--- config.mk ---
export PLATFORM = sky130hd
export DESIGN_NAME = stepper_config_port
export DESIGN_NICKNAME = d
export VERILOG_FILES = /design/src/core/serial_autobaud_rx.v /design/src/core/serial_reply_tx.v /design/src/core/stepper_config_port.v
export VERILOG_INCLUDE_DIRS = /design/src /design/src/core
export SDC_FILE = /design/constraint.sdc
export NUM_CORES = 1
export LEC_CHECK = 0
export BUFFER_PORTS_ARGS = -buffer_cell sky130_fd_sc_hd__buf_4
export CORE_MARGIN = 4
export CORE_UTILIZATION = 35
export DETAILED_ROUTE_END_ITERATION = 16
export PLACE_DENSITY_LB_ADDON = 0.2
export SYNTH_ARGS = -nofsm -noshare
export SYNTH_HDL_FRONTEND = slang
export SYNTH_SLANG_ARGS = --single-unit
--- constraint.sdc ---
create_clock -name core_clk -period 4.63 [get_ports core_clk]
set_input_delay 0.926 -clock core_clk [delete_from_list [all_inputs] [get_ports core_clk]]
set_output_delay 0.926 -clock core_clk [all_outputs]
set_load 0.01 [all_outputs]
--- src/core/stepper_port_defines.vh ---
// Constants for the stepper single-wire configuration port
`ifndef STEPPER_PORT_DEFINES_VH
`define STEPPER_PORT_DEFINES_VH
// ==========================================================
// Clock and serial timing
`define CLK_HZ              100000000
`define SLOW_BAUD           9600
`define DEFAULT_BIT_CYC     16'h28B0  // CLK_HZ / SLOW_BAUD, at register width
`define MIN_BIT_CYC         16'h0010
`define IDLE_RESET_BITS     8'h0C
`define REPLY_GAP_BITS      8'h08
// ==========================================================
// Datagram layout
`define SYNC_BYTE           8'h05
`define REPLY_ADDR          8'hFF
`define WRITE_FLAG_BIT      7
`define WRITE_FRAME_LEN     4'h8
`define READ_FRAME_LEN      4'h4
`define CRC_POLY            8'h07
// ==========================================================
// Serial register indices
`define SREG_GENERAL        7'h00
`define SREG_STATUS         7'h01
`define SREG_RESOLUTION     7'h02
`define SREG_VELOCITY       7'h03
// General register fields
`define GEN_RES_BY_REG      0
`define GEN_PDN_BY_REG      1
`define GEN_STANDSTILL_RED  2
`define GEN_SOFT_DISABLE    3
`define GEN_RESET           4'h0
`define RES_RESET           4'h4
`define RES_FULLSTEP_LOG2   4'h8
// ==========================================================
// APB byte offsets
`define APB_STATUS          8'h00
`define APB_CTRL            8'h04
`define APB_CRC_ERRORS      8'h08
`define CTRL_REPLY_EN       0
`define CTRL_RESET          1'b1
`endif
--- src/core/serial_autobaud_rx.v ---
// Receiver for 8N1 characters that learns the bit time from a start bit
`timescale 1ns/1ns
`default_nettype none
`include "stepper_port_defines.vh"
module serial_autobaud_rx (
   input  wire        core_clk,
   input  wire        rst_n,
   input  wire        rxd,        // Line level
   input  wire        learn,      // Measure this start bit
   output reg  [7:0]  rx_byte,    // Received character
   output reg         rx_valid,   // One-cycle strobe
   output reg  [15:0] bit_time    // Learned cycles per bit
);
   localparam S_IDLE  = 2'h0;
   localparam S_START = 2'h1;
   localparam S_DATA  = 2'h2;
   localparam S_STOP  = 2'h3;
   reg [1:0]  state;              // Receiver state
   reg [15:0] cnt;                // Cycle counter in bit
   reg [3:0]  nbit;               // Data bits taken
   reg [7:0]  shift;              // Data shift register
   reg        learning;           // Current start bit is measured
   // ==========================================================
   // Character receiver
   always @(posedge core_clk or negedge rst_n) begin
      if (!rst_n) begin
         state    <= S_IDLE;
         cnt      <= 16'h0000;
         nbit     <= 4'h0;
         shift    <= 8'h00;
         learning <= 1'b0;
         rx_byte  <= 8'h00;
         rx_valid <= 1'b0;
         bit_time <= `DEFAULT_BIT_CYC;
      end else begin
         rx_valid <= 1'b0;
         case (state)
            // Wait for falling edge
            S_IDLE: begin
               cnt <= 16'h0000;
               nbit <= 4'h0;
               if (!rxd) begin
                  state    <= S_START;
                  learning <= learn;
               end
            end
            // Measure or check the start bit
            S_START: begin
               cnt <= cnt + 16'h0001;
               if (learning) begin
                  if (rxd) begin
                     if (cnt < `MIN_BIT_CYC) begin
                        state <= S_IDLE;
                     end else begin
                        // Count ends one short of the low time
                        bit_time <= cnt + 16'h0001;
                        cnt      <= cnt >> 1;
                        state    <= S_DATA;
                     end
                  end
               end else if (cnt == (bit_time >> 1)) begin
                  cnt   <= 16'h0000;
                  state <= rxd ? S_IDLE : S_DATA;
               end
            end
            // Sample data bits mid-bit, LSB first
            S_DATA: begin
               if (cnt >= bit_time - 16'h0001) begin
                  cnt   <= 16'h0000;
                  shift <= {rxd, shift[7:1]};
                  nbit  <= nbit + 4'h1;
                  if (nbit == 4'h7) begin
                     state <= S_STOP;
                  end
               end else begin
                  cnt <= cnt + 16'h0001;
               end
            end
            // Stop bit must be high
            S_STOP: begin
               if (cnt >= bit_time - 16'h0001) begin
                  state    <= S_IDLE;
                  rx_byte  <= shift;
                  rx_valid <= rxd;
               end else begin
                  cnt <= cnt + 16'h0001;
               end
            end
            default: state <= S_IDLE;
         endcase
      end
   end
endmodule // serial_autobaud_rx
`default_nettype wire

--- src/core/serial_reply_tx.v ---
// Transmitter for 8N1 reply characters on the shared line
`timescale 1ns/1ns
`default_nettype none
module serial_reply_tx (
   input  wire        core_clk,
   input  wire        rst_n,
   input  wire [15:0] bit_time,   // Cycles per bit
   input  wire [7:0]  tx_byte,    // Character to send
   input  wire        tx_start,   // Start strobe
   output wire        tx_busy,    // Character in progress
   output reg         txd,        // Line level driven
   output reg         tx_oe_n     // Low while driving
);
   reg [9:0]  frame;              // Stop, data, start
   reg [3:0]  left;               // Bits still to send
   reg [15:0] cnt;                // Cycle counter in bit
   assign tx_busy = (left != 4'h0);
   // ==========================================================
   // Bit shifter
   always @(posedge core_clk or negedge rst_n) begin
      if (!rst_n) begin
         frame   <= 10'h3FF;
         left    <= 4'h0;
         cnt     <= 16'h0000;
         txd     <= 1'b1;
         tx_oe_n <= 1'b1;
      end else if (tx_start && !tx_busy) begin
         // Load and drive the start bit
         frame   <= {1'b1, tx_byte, 1'b0};
         left    <= 4'hA;
         cnt     <= 16'h0000;
         txd     <= 1'b0;
         tx_oe_n <= 1'b0;
      end else if (tx_busy) begin
         if (cnt >= bit_time - 16'h0001) begin
            cnt   <= 16'h0000;
            frame <= {1'b1, frame[9:1]};
            left  <= left - 4'h1;
            txd   <= (left == 4'h1) ? 1'b1 : frame[1];
            // Release the line after the stop bit
            tx_oe_n <= (left == 4'h1);
         end else begin
            cnt <= cnt + 16'h0001;
         end
      end
   end
endmodule // serial_reply_tx
`default_nettype wire

--- src/core/stepper_config_port.v ---
// Single-wire register port, pin configuration and step logic of a stepper driver
`timescale 1ns/1ns
`default_nettype none
`include "stepper_port_defines.vh"
module stepper_config_port #(
   parameter [7:0] SLAVE_ADDR = 8'h00     // Fixed node address
) (
   input  wire        core_clk,
   input  wire        rst_n,
   input  wire [7:0]  paddr,
   input  wire        psel,
   input  wire        penable,
   input  wire        pwrite,
   input  wire [31:0] pwdata,
   output reg  [31:0] prdata,
   output wire        pready,
   output wire        pslverr,
   input  wire        serial_powerdown_pin,   // Shared line, input side
   output wire        serial_tx_out,          // Shared line, driven level
   output wire        serial_tx_oe_n,         // Low while driving the line
   input  wire        drive_enable_n,
   input  wire        resolution_sel_0,
   input  wire        resolution_sel_1,
   input  wire        step_in,
   input  wire        dir_in,
   input  wire        driver_error,
   output reg         fault_output,
   output reg         index_output,
   output wire        power_stage_on,
   output wire        standstill_reduce,
   output wire [3:0]  microstep_log2,
   output reg         step_out,
   output reg         dir_out
);
   localparam F_RECV = 2'h0;
   localparam F_GAP  = 2'h1;
   localparam F_SEND = 2'h2;
   // ==========================================================
   // CRC over one byte, used on receive and reply
   function [7:0] crc_step;
      input [7:0] crc;
      input [7:0] data;
      integer i;
      reg [7:0] c;
      begin
         c = crc;
         for (i = 0; i < 8; i = i + 1) begin
            if (c[7] ^ data[i]) begin
               c = {c[6:0], 1'b0} ^ `CRC_POLY;
            end else begin
               c = {c[6:0], 1'b0};
            end
         end
         crc_step = c;
      end
   endfunction
   // ==========================================================
   // State declarations
   reg  [1:0]  fstate;          // Frame state
   reg  [3:0]  idx;             // Byte index in frame
   reg  [7:0]  crc;             // Running CRC
   reg  [7:0]  addr_b;          // Address byte
   reg  [7:0]  reg_b;           // Register byte
   reg  [31:0] data_b;          // Data bytes
   reg  [15:0] tick_cnt;        // Bit tick counter
   reg  [7:0]  bits_idle;       // Bit times without a byte
   reg  [7:0]  out_bytes [0:7]; // Reply frame
   reg  [3:0]  out_idx;         // Reply byte index
   reg         port_active;     // Port woke up
   reg  [3:0]  gen_reg;         // General control bits
   reg  [3:0]  res_reg;         // Resolution code
   reg  [23:0] velocity;        // Signed generator velocity
   reg         reply_en;        // APB: bidirectional mode
   reg  [7:0]  crc_errors;      // APB: frames dropped on bad CRC
   reg  [23:0] vel_acc;         // Step generator phase
   reg  [9:0]  ustep;           // Microstep position
   reg         step_d;          // Step input delayed
   reg  [1:0]  step_hold;       // Step pulse stretcher
   wire [7:0]  rx_byte;
   wire        rx_valid;
   wire [15:0] bit_time;
   wire        tx_busy;
   wire        tx_start;
   wire        bit_tick;
   wire [7:0]  crc_next;
   wire        is_write;
   wire [3:0]  pin_log2;
   wire [23:0] vel_abs;
   wire [24:0] vel_sum;
   wire        step_evt;
   wire        step_dir;
   wire [9:0]  ustep_inc;
   reg  [31:0] read_value;
   // ==========================================================
   // Character receiver and transmitter
   serial_autobaud_rx u_rx (
      .core_clk (core_clk),
      .rst_n    (rst_n),
      .rxd      (serial_powerdown_pin | !serial_tx_oe_n),  // Own reply is not received
      .learn    (idx == 4'h0),
      .rx_byte  (rx_byte),
      .rx_valid (rx_valid),
      .bit_time (bit_time)
   );
   serial_reply_tx u_tx (
      .core_clk (core_clk),
      .rst_n    (rst_n),
      .bit_time (bit_time),
      .tx_byte  (out_bytes[out_idx[2:0]]),
      .tx_start (tx_start),
      .tx_busy  (tx_busy),
      .txd      (serial_tx_out),
      .tx_oe_n  (serial_tx_oe_n)
   );
   assign bit_tick = (tick_cnt >= bit_time - 16'h0001);
   assign crc_next = crc_step(crc, rx_byte);
   assign is_write = reg_b[`WRITE_FLAG_BIT];
   assign tx_start = (fstate == F_SEND) && !tx_busy;
   // ==========================================================
   // Value returned for a serial read
   always @* begin
      read_value = 32'h0000_0000;
      case (reg_b[6:0])
         `SREG_GENERAL:    read_value = {28'h0000000, gen_reg};
         `SREG_STATUS:     read_value = {24'h000000, microstep_log2, 1'b0,
                                         power_stage_on, fault_output, port_active};
         `SREG_RESOLUTION: read_value = {28'h0000000, res_reg};
         default:          read_value = 32'h0000_0000;
      endcase
   end
   // ==========================================================
   // Datagram decoder and reply sequencer
   always @(posedge core_clk or negedge rst_n) begin
      if (!rst_n) begin
         fstate      <= F_RECV;
         idx         <= 4'h0;
         crc         <= 8'h00;
         addr_b      <= 8'h00;
         reg_b       <= 8'h00;
         data_b      <= 32'h0000_0000;
         tick_cnt    <= 16'h0000;
         bits_idle   <= 8'h00;
         out_idx     <= 4'h0;
         port_active <= 1'b0;
         gen_reg     <= `GEN_RESET;
         res_reg     <= `RES_RESET;
         velocity    <= 24'h000000;
         crc_errors  <= 8'h00;
      end else begin
         tick_cnt <= bit_tick ? 16'h0000 : tick_cnt + 16'h0001;
         case (fstate)
            // Collect frame bytes
            F_RECV: begin
               if (rx_valid) begin
                  bits_idle <= 8'h00;
                  idx       <= idx + 4'h1;
                  crc       <= crc_next;
                  case (idx)
                     4'h0: begin
                        if (rx_byte != `SYNC_BYTE) begin
                           idx <= 4'h0;
                        end
                        crc <= crc_step(8'h00, rx_byte);
                     end
                     4'h1: addr_b <= rx_byte;
                     4'h2: reg_b  <= rx_byte;
                     default: data_b <= {rx_byte, data_b[31:8]};
                  endcase
                  if ((idx == `READ_FRAME_LEN - 4'h1 && !is_write) ||
                      (idx == `WRITE_FRAME_LEN - 4'h1)) begin
                     idx <= 4'h0;
                     if (rx_byte != crc) begin
                        if (crc_errors != 8'hFF) begin
                           crc_errors <= crc_errors + 8'h01;
                        end
                     end else if (addr_b == SLAVE_ADDR) begin
                        port_active <= 1'b1;
                        if (is_write) begin
                           case (reg_b[6:0])
                              `SREG_GENERAL:    gen_reg  <= data_b[27:24];
                              `SREG_RESOLUTION: res_reg  <= data_b[27:24];
                              `SREG_VELOCITY:   velocity <= rx_byte_guard(data_b);
                              default:          gen_reg  <= gen_reg;
                           endcase
                        end else if (reply_en) begin
                           fstate    <= F_GAP;
                           bits_idle <= 8'h00;
                        end
                     end
                  end
               end else if (idx != 4'h0 && bit_tick) begin
                  // Abandon a stalled frame
                  bits_idle <= bits_idle + 8'h01;
                  if (bits_idle == `IDLE_RESET_BITS) begin
                     idx       <= 4'h0;
                     bits_idle <= 8'h00;
                  end
               end
            end
            // Turnaround gap while the reply is built
            F_GAP: begin
               if (bit_tick) begin
                  bits_idle <= bits_idle + 8'h01;
               end
               if (bits_idle == `REPLY_GAP_BITS) begin
                  fstate  <= F_SEND;
                  out_idx <= 4'h0;
               end
            end
            // Send eight reply bytes
            F_SEND: begin
               if (tx_start) begin
                  out_idx <= out_idx + 4'h1;
                  if (out_idx == 4'h7) begin
                     fstate    <= F_RECV;
                     bits_idle <= 8'h00;
                  end
               end
            end
            default: fstate <= F_RECV;
         endcase
      end
   end
   // Reply frame with CRC appended
   // reply carries CRC
   always @(posedge core_clk) begin
      if (fstate == F_GAP) begin
         out_bytes[0] <= `SYNC_BYTE;
         out_bytes[1] <= `REPLY_ADDR;
         out_bytes[2] <= {1'b0, reg_b[6:0]};
         out_bytes[3] <= read_value[31:24];
         out_bytes[4] <= read_value[23:16];
         out_bytes[5] <= read_value[15:8];
         out_bytes[6] <= read_value[7:0];
         out_bytes[7] <= crc_step(crc_step(crc_step(crc_step(crc_step(crc_step(
                         crc_step(8'h00, `SYNC_BYTE), `REPLY_ADDR), {1'b0, reg_b[6:0]}),
                         read_value[31:24]), read_value[23:16]), read_value[15:8]),
                         read_value[7:0]);
      end
   end
   // Velocity bytes arrive most significant first
   function [23:0] rx_byte_guard;
      input [31:0] d;
      begin
         rx_byte_guard = {d[15:8], d[23:16], d[31:24]};
      end
   endfunction
   // ==========================================================
   // Pin or port configuration
   // pins: 1/8, 1/2, 1/4, 1/16
   assign pin_log2 = ({resolution_sel_1, resolution_sel_0} == 2'b00) ? 4'h3 :
                     ({resolution_sel_1, resolution_sel_0} == 2'b01) ? 4'h1 :
                     ({resolution_sel_1, resolution_sel_0} == 2'b10) ? 4'h2 : 4'h4;
   assign microstep_log2 = (port_active && gen_reg[`GEN_RES_BY_REG]) ?
                           ((res_reg > `RES_FULLSTEP_LOG2) ? `RES_FULLSTEP_LOG2 : res_reg) :
                           pin_log2;
   assign standstill_reduce = (port_active && gen_reg[`GEN_PDN_BY_REG]) ?
                              gen_reg[`GEN_STANDSTILL_RED] : !serial_powerdown_pin;
   assign power_stage_on = !drive_enable_n && !gen_reg[`GEN_SOFT_DISABLE];
   // ==========================================================
   // Step generator and microstep position
   assign vel_abs   = velocity[23] ? (~velocity + 24'h000001) : velocity;
   assign vel_sum   = {1'b0, vel_acc} + {1'b0, vel_abs};
   assign step_evt  = (velocity != 24'h000000) ? vel_sum[24] : (step_in && !step_d);
   assign step_dir  = (velocity != 24'h000000) ? velocity[23] : dir_in;
   assign ustep_inc = 10'h100 >> (4'h8 - microstep_log2);
   always @(posedge core_clk or negedge rst_n) begin
      if (!rst_n) begin
         vel_acc      <= 24'h000000;
         ustep        <= 10'h000;
         step_d       <= 1'b0;
         step_hold    <= 2'h0;
         step_out     <= 1'b0;
         dir_out      <= 1'b0;
         index_output <= 1'b0;
         fault_output <= 1'b0;
      end else begin
         step_d  <= step_in;
         vel_acc <= (velocity != 24'h000000) ? vel_sum[23:0] : 24'h000000;
         dir_out <= step_dir;
         if (step_evt) begin
            ustep     <= step_dir ? ustep - ustep_inc : ustep + ustep_inc;
            step_hold <= 2'h3;
         end else if (step_hold != 2'h0) begin
            step_hold <= step_hold - 2'h1;
         end
         step_out <= step_evt || (step_hold != 2'h0);
         index_output <= (ustep < ustep_inc);
         if (driver_error) begin
            fault_output <= 1'b1;
         end else if (drive_enable_n) begin
            fault_output <= 1'b0;
         end
      end
   end
   // ==========================================================
   // APB slave, zero wait states
   assign pready  = 1'b1;
   assign pslverr = psel && penable && (paddr != `APB_STATUS) &&
                    (paddr != `APB_CTRL) && (paddr != `APB_CRC_ERRORS);
   always @(posedge core_clk or negedge rst_n) begin
      if (!rst_n) begin
         reply_en <= `CTRL_RESET;
         prdata   <= 32'h0000_0000;
      end else begin
         if (psel && penable && pwrite && paddr == `APB_CTRL) begin
            reply_en <= pwdata[`CTRL_REPLY_EN];
         end
         if (psel && !penable && !pwrite) begin
            case (paddr)
               `APB_STATUS:     prdata <= {24'h000000, microstep_log2, standstill_reduce,
                                           power_stage_on, fault_output, port_active};
               `APB_CTRL:       prdata <= {31'h00000000, reply_en};
               `APB_CRC_ERRORS: prdata <= {24'h000000, crc_errors};
               default:         prdata <= 32'h0000_0000;
            endcase
         end
      end
   end
endmodule // stepper_config_port
`default_nettype wire

==> metrics.md <==
| Metric | Value |
|---|---|
| Outcome | completed |
| Largest cells by area after synthesis | dfrtp_1, ha_1, xnor2_1 |
| Final routed DRC violation total | 0 |
| Leak | 9.04 nW |
| Final HPWL DP | 28,900 um |
| # rows | 81 |
| Asr flop ratio synth | 91.8% |
| Root Driver | clkbuf_16 |
| CTS Hold Bufs | 0 |
| Syn Std Cell Area | 17,600 um2 |
| Layer with the highest usage | met2 |
| Internal Pwr Total | 4.61 mW |
| Clk_lat worst skew | 0.53 ns |
| Sequential share of power | 42.7% |
| Final WL | 40,100 um |
| WP data arrival | 4.63 ns |
| Critical path class | flop to flop |
| RSZ-0062 raised after global routing | no |
| Setup TNS | 0 ns |
| Worst rel slew slack | 25.3% |
| Via density | 5.15 |
| Post-cts resize count | 0 |
| Met1 Usage GRT | 21.4% |
| Sw frac | 24.3% |
| CP cell instances | inv_1 > ha_1 > or4b_4 > or2_1 > or4_4 > o31ai_1 > xnor2_1 > ha_1 > o21ai_0 > nand2b_1 > a21oi_1 > nor4b_1 > o21ai_4 > nand2_4 > mux2_4 |
| Core area | 49,400 um2 |
| Post-synthesis register bit count | 282 |
| DR WL/cell | 15.8 um |
| Pins Over Slew Limit | 0 |
| Worst Setup End Kind | flop |
| Worst setup SP type | flop |
| Reg2Reg Depth | 15 |
| Iter 0 DRT Violations | 775 |
| DIE AREA | 53,900 um2 |
| Crit-path most repeated cell | ha_1 |
| Pwr/cell area | 308 nW/um2 |
| Area grow syn2layout | 12.2% |
| Critical Path Fanout Max | 8 |
| Max VDD drop | 181 uV |
| Fin crit share | 91.3% |
| Worst path depth | 15 |
| TritonRoute pass-1 iters | 5 |
| Leading area contributor after synthesis | dfrtp_1 |
| Die W | 232 um |
| Met2 usage | 23.5% |
| Most common cell in the netlist | dfrtp_1 |
| PnR Total Power | 6.08 mW |
| Clock Path Buffers | 3 |
| Post-CTS Setup Bufs | 0 |
| Synth Warn # | 0 |
| Max Cap Viol | 0 |
| Antenna-violating nets left | 0 |
| CTS tree | yes |
| Die height | 232 um |
| Clock Skew | 0.0172 ns |
| Reg area | 7190 um2 |
| Port Buf Inserts | 41 |
| Crit path max-delay family | simple AND/OR/NAND/NOR gates |
| Post-Syn Instances | 1,817 |
| H-Tree Depth | 2 |
| Nets | 2,017 |
| Psw | 1.48 mW |
| Min cycle time layout | 4.23 ns |
| Syn_area_per_cell | 9.69 um2 |
| Final setup fails | 0 |
| Crit path largest cell delay | 0.49 ns |
| Initial antenna violation count | 0 |
| Initial Util | 35.7% |
| CTS buffer count | 35 |
| Yosys cell types | 90 |
| Hold WC Path Type | primary input to async pin |
| Worst EP required | 5.03 ns |
| All-Layer GR Usage | 14.8% |
| Global-route wire length before repair | 66,800 um |
| Area share of the largest cell type after synthesis | 34.4% |
| Multi-input logic area | 9750 um2 |
| FMAX | 0.236 GHz |
| Clock power share | 47.7% |
| Vias in the first global route | 12,864 |
| Largest net degree at the start of global routing | 108 |
| Post-synth EDFFs | 23 |
| Ports | 98 |
| Bufs and invs on worst path | 1 |
| Sequential-to-total area share from yosys stat | 40.9% |
| Global Route met3 Usage | 2.05% |
| Main synth FF type | dfrtp_1 |
| Worst Max-Slew Pin Slew | 1.12 ns |
| CP max stage cell | or4b_4 |
| Post-synth top cells | dfrtp_1, nand2_1, nor2_1 |
| Clock sinks | 282 |
| Final Hold Fails | 0 |
| Fillers | 4,828 |
| Reg clk slew, reported paths | 0.06 ns |
| Biggest regs | data_b: 24 flops, vel_acc: 24 flops, velocity: 24 flops |
| Gr ovfl total | 0 |
| Via count | 13,070 |
| Combinational share of power | 9.6% |
| RePlAce Congestion | 0.834 |
| Layout cell share with drive strength beyond 1 | 13.4% |
==> layout make-up <==
type                            count  share of cell area [%]
Multi-Input combinational cell   1394                    49.4
Clock buffer                       43                    4.74
Sequential cell                   282                    36.4
Clock inverter                     21                    1.42
Antenna cell                        1                  0.0127
Timing Repair Buffer               60                    2.45
Inverter                           72                    1.37
Tap cell                          664                    4.21
==> path summary, 6_finish.rpt <==
check                           slack, ns      endpoint   startpoint
worst max-delay path                 0.40      ustep[5]  velocity[0]
worst min-delay path                 0.45    vel_acc[7]        rst_n
worst max register to register       0.40      ustep[5]  velocity[0]
worst min register to register       0.46  index_output     ustep[9]
max in group asynchronous            3.17  u_tx.tx_oe_n        rst_n
min in group core_clk                0.46  index_output     ustep[9]
==> kinds of logic after synthesis <==
| logic type | after synthesis | share of synthesized area (%) |
|---|---|---|
| simple gates | 560 | 15.7 |
| buf+inv | 164 | 4.22 |
| other cells | 2 | 0.0427 |
| mux | 104 | 6.66 |
| flops | 282 | 40.9 |
| compound gates | 401 | 14.7 |
| fa+ha+maj | 120 | 8.66 |
| xor+xnor | 184 | 9.15 |
==> layout by cell type (no fill, tap or decap), drive strengths merged, types with 23 or more instances in the layout <==
cell,Yosys,layout
a21oi,78,78
a31oi,28,28
and3,28,28
buf,38,60
clkbuf,54,43
conb,2,25
dfrtp,242,242
edfxtp,23,23
ha,117,117
inv,71,74
mux2,87,87
nand2,152,152
nand2b,35,35
nand3,66,66
nor2,143,143
nor3,33,33
o21ai,138,138
xnor2,122,122
xor2,62,62
==> routing by layer <==
layer  vias to the layer above  share of wire, %
met1                      6332                50
li1                       6481                 -
met2                       207                45
met3                        50               3.6
met4                         0               2.0
met5                         -                 0
==> per-stage QoR <==
stage                     hold slack, ns  std cells  instance area [um2]  util [%]  worst slack (ns)
after detailed placement           0.461       2472                18500      37.5             0.440
after global routing               0.484       2536                19700      40.0            0.0872
after global placement             0.464       2472                18500      37.5             0.441
final                              0.454       2537                19800      40.0             0.401
after CTS                          0.468       2536                19700      40.0             0.416
after floorplan                    0.424       1840                17700         -             0.768
==> power by group through the flow <==
stage                     Combinational (mW)  Sequential, mW  Clock (mW)
after floorplan                        0.431            2.63           0
after global placement                 0.576            2.64           0
after detailed placement               0.583            2.64           0
after CTS                              0.587            2.60        2.98
after global routing                   0.663            2.60        3.09
final                                  0.585            2.60        2.90
Note: power is estimated with default switching activity, not from simulation.
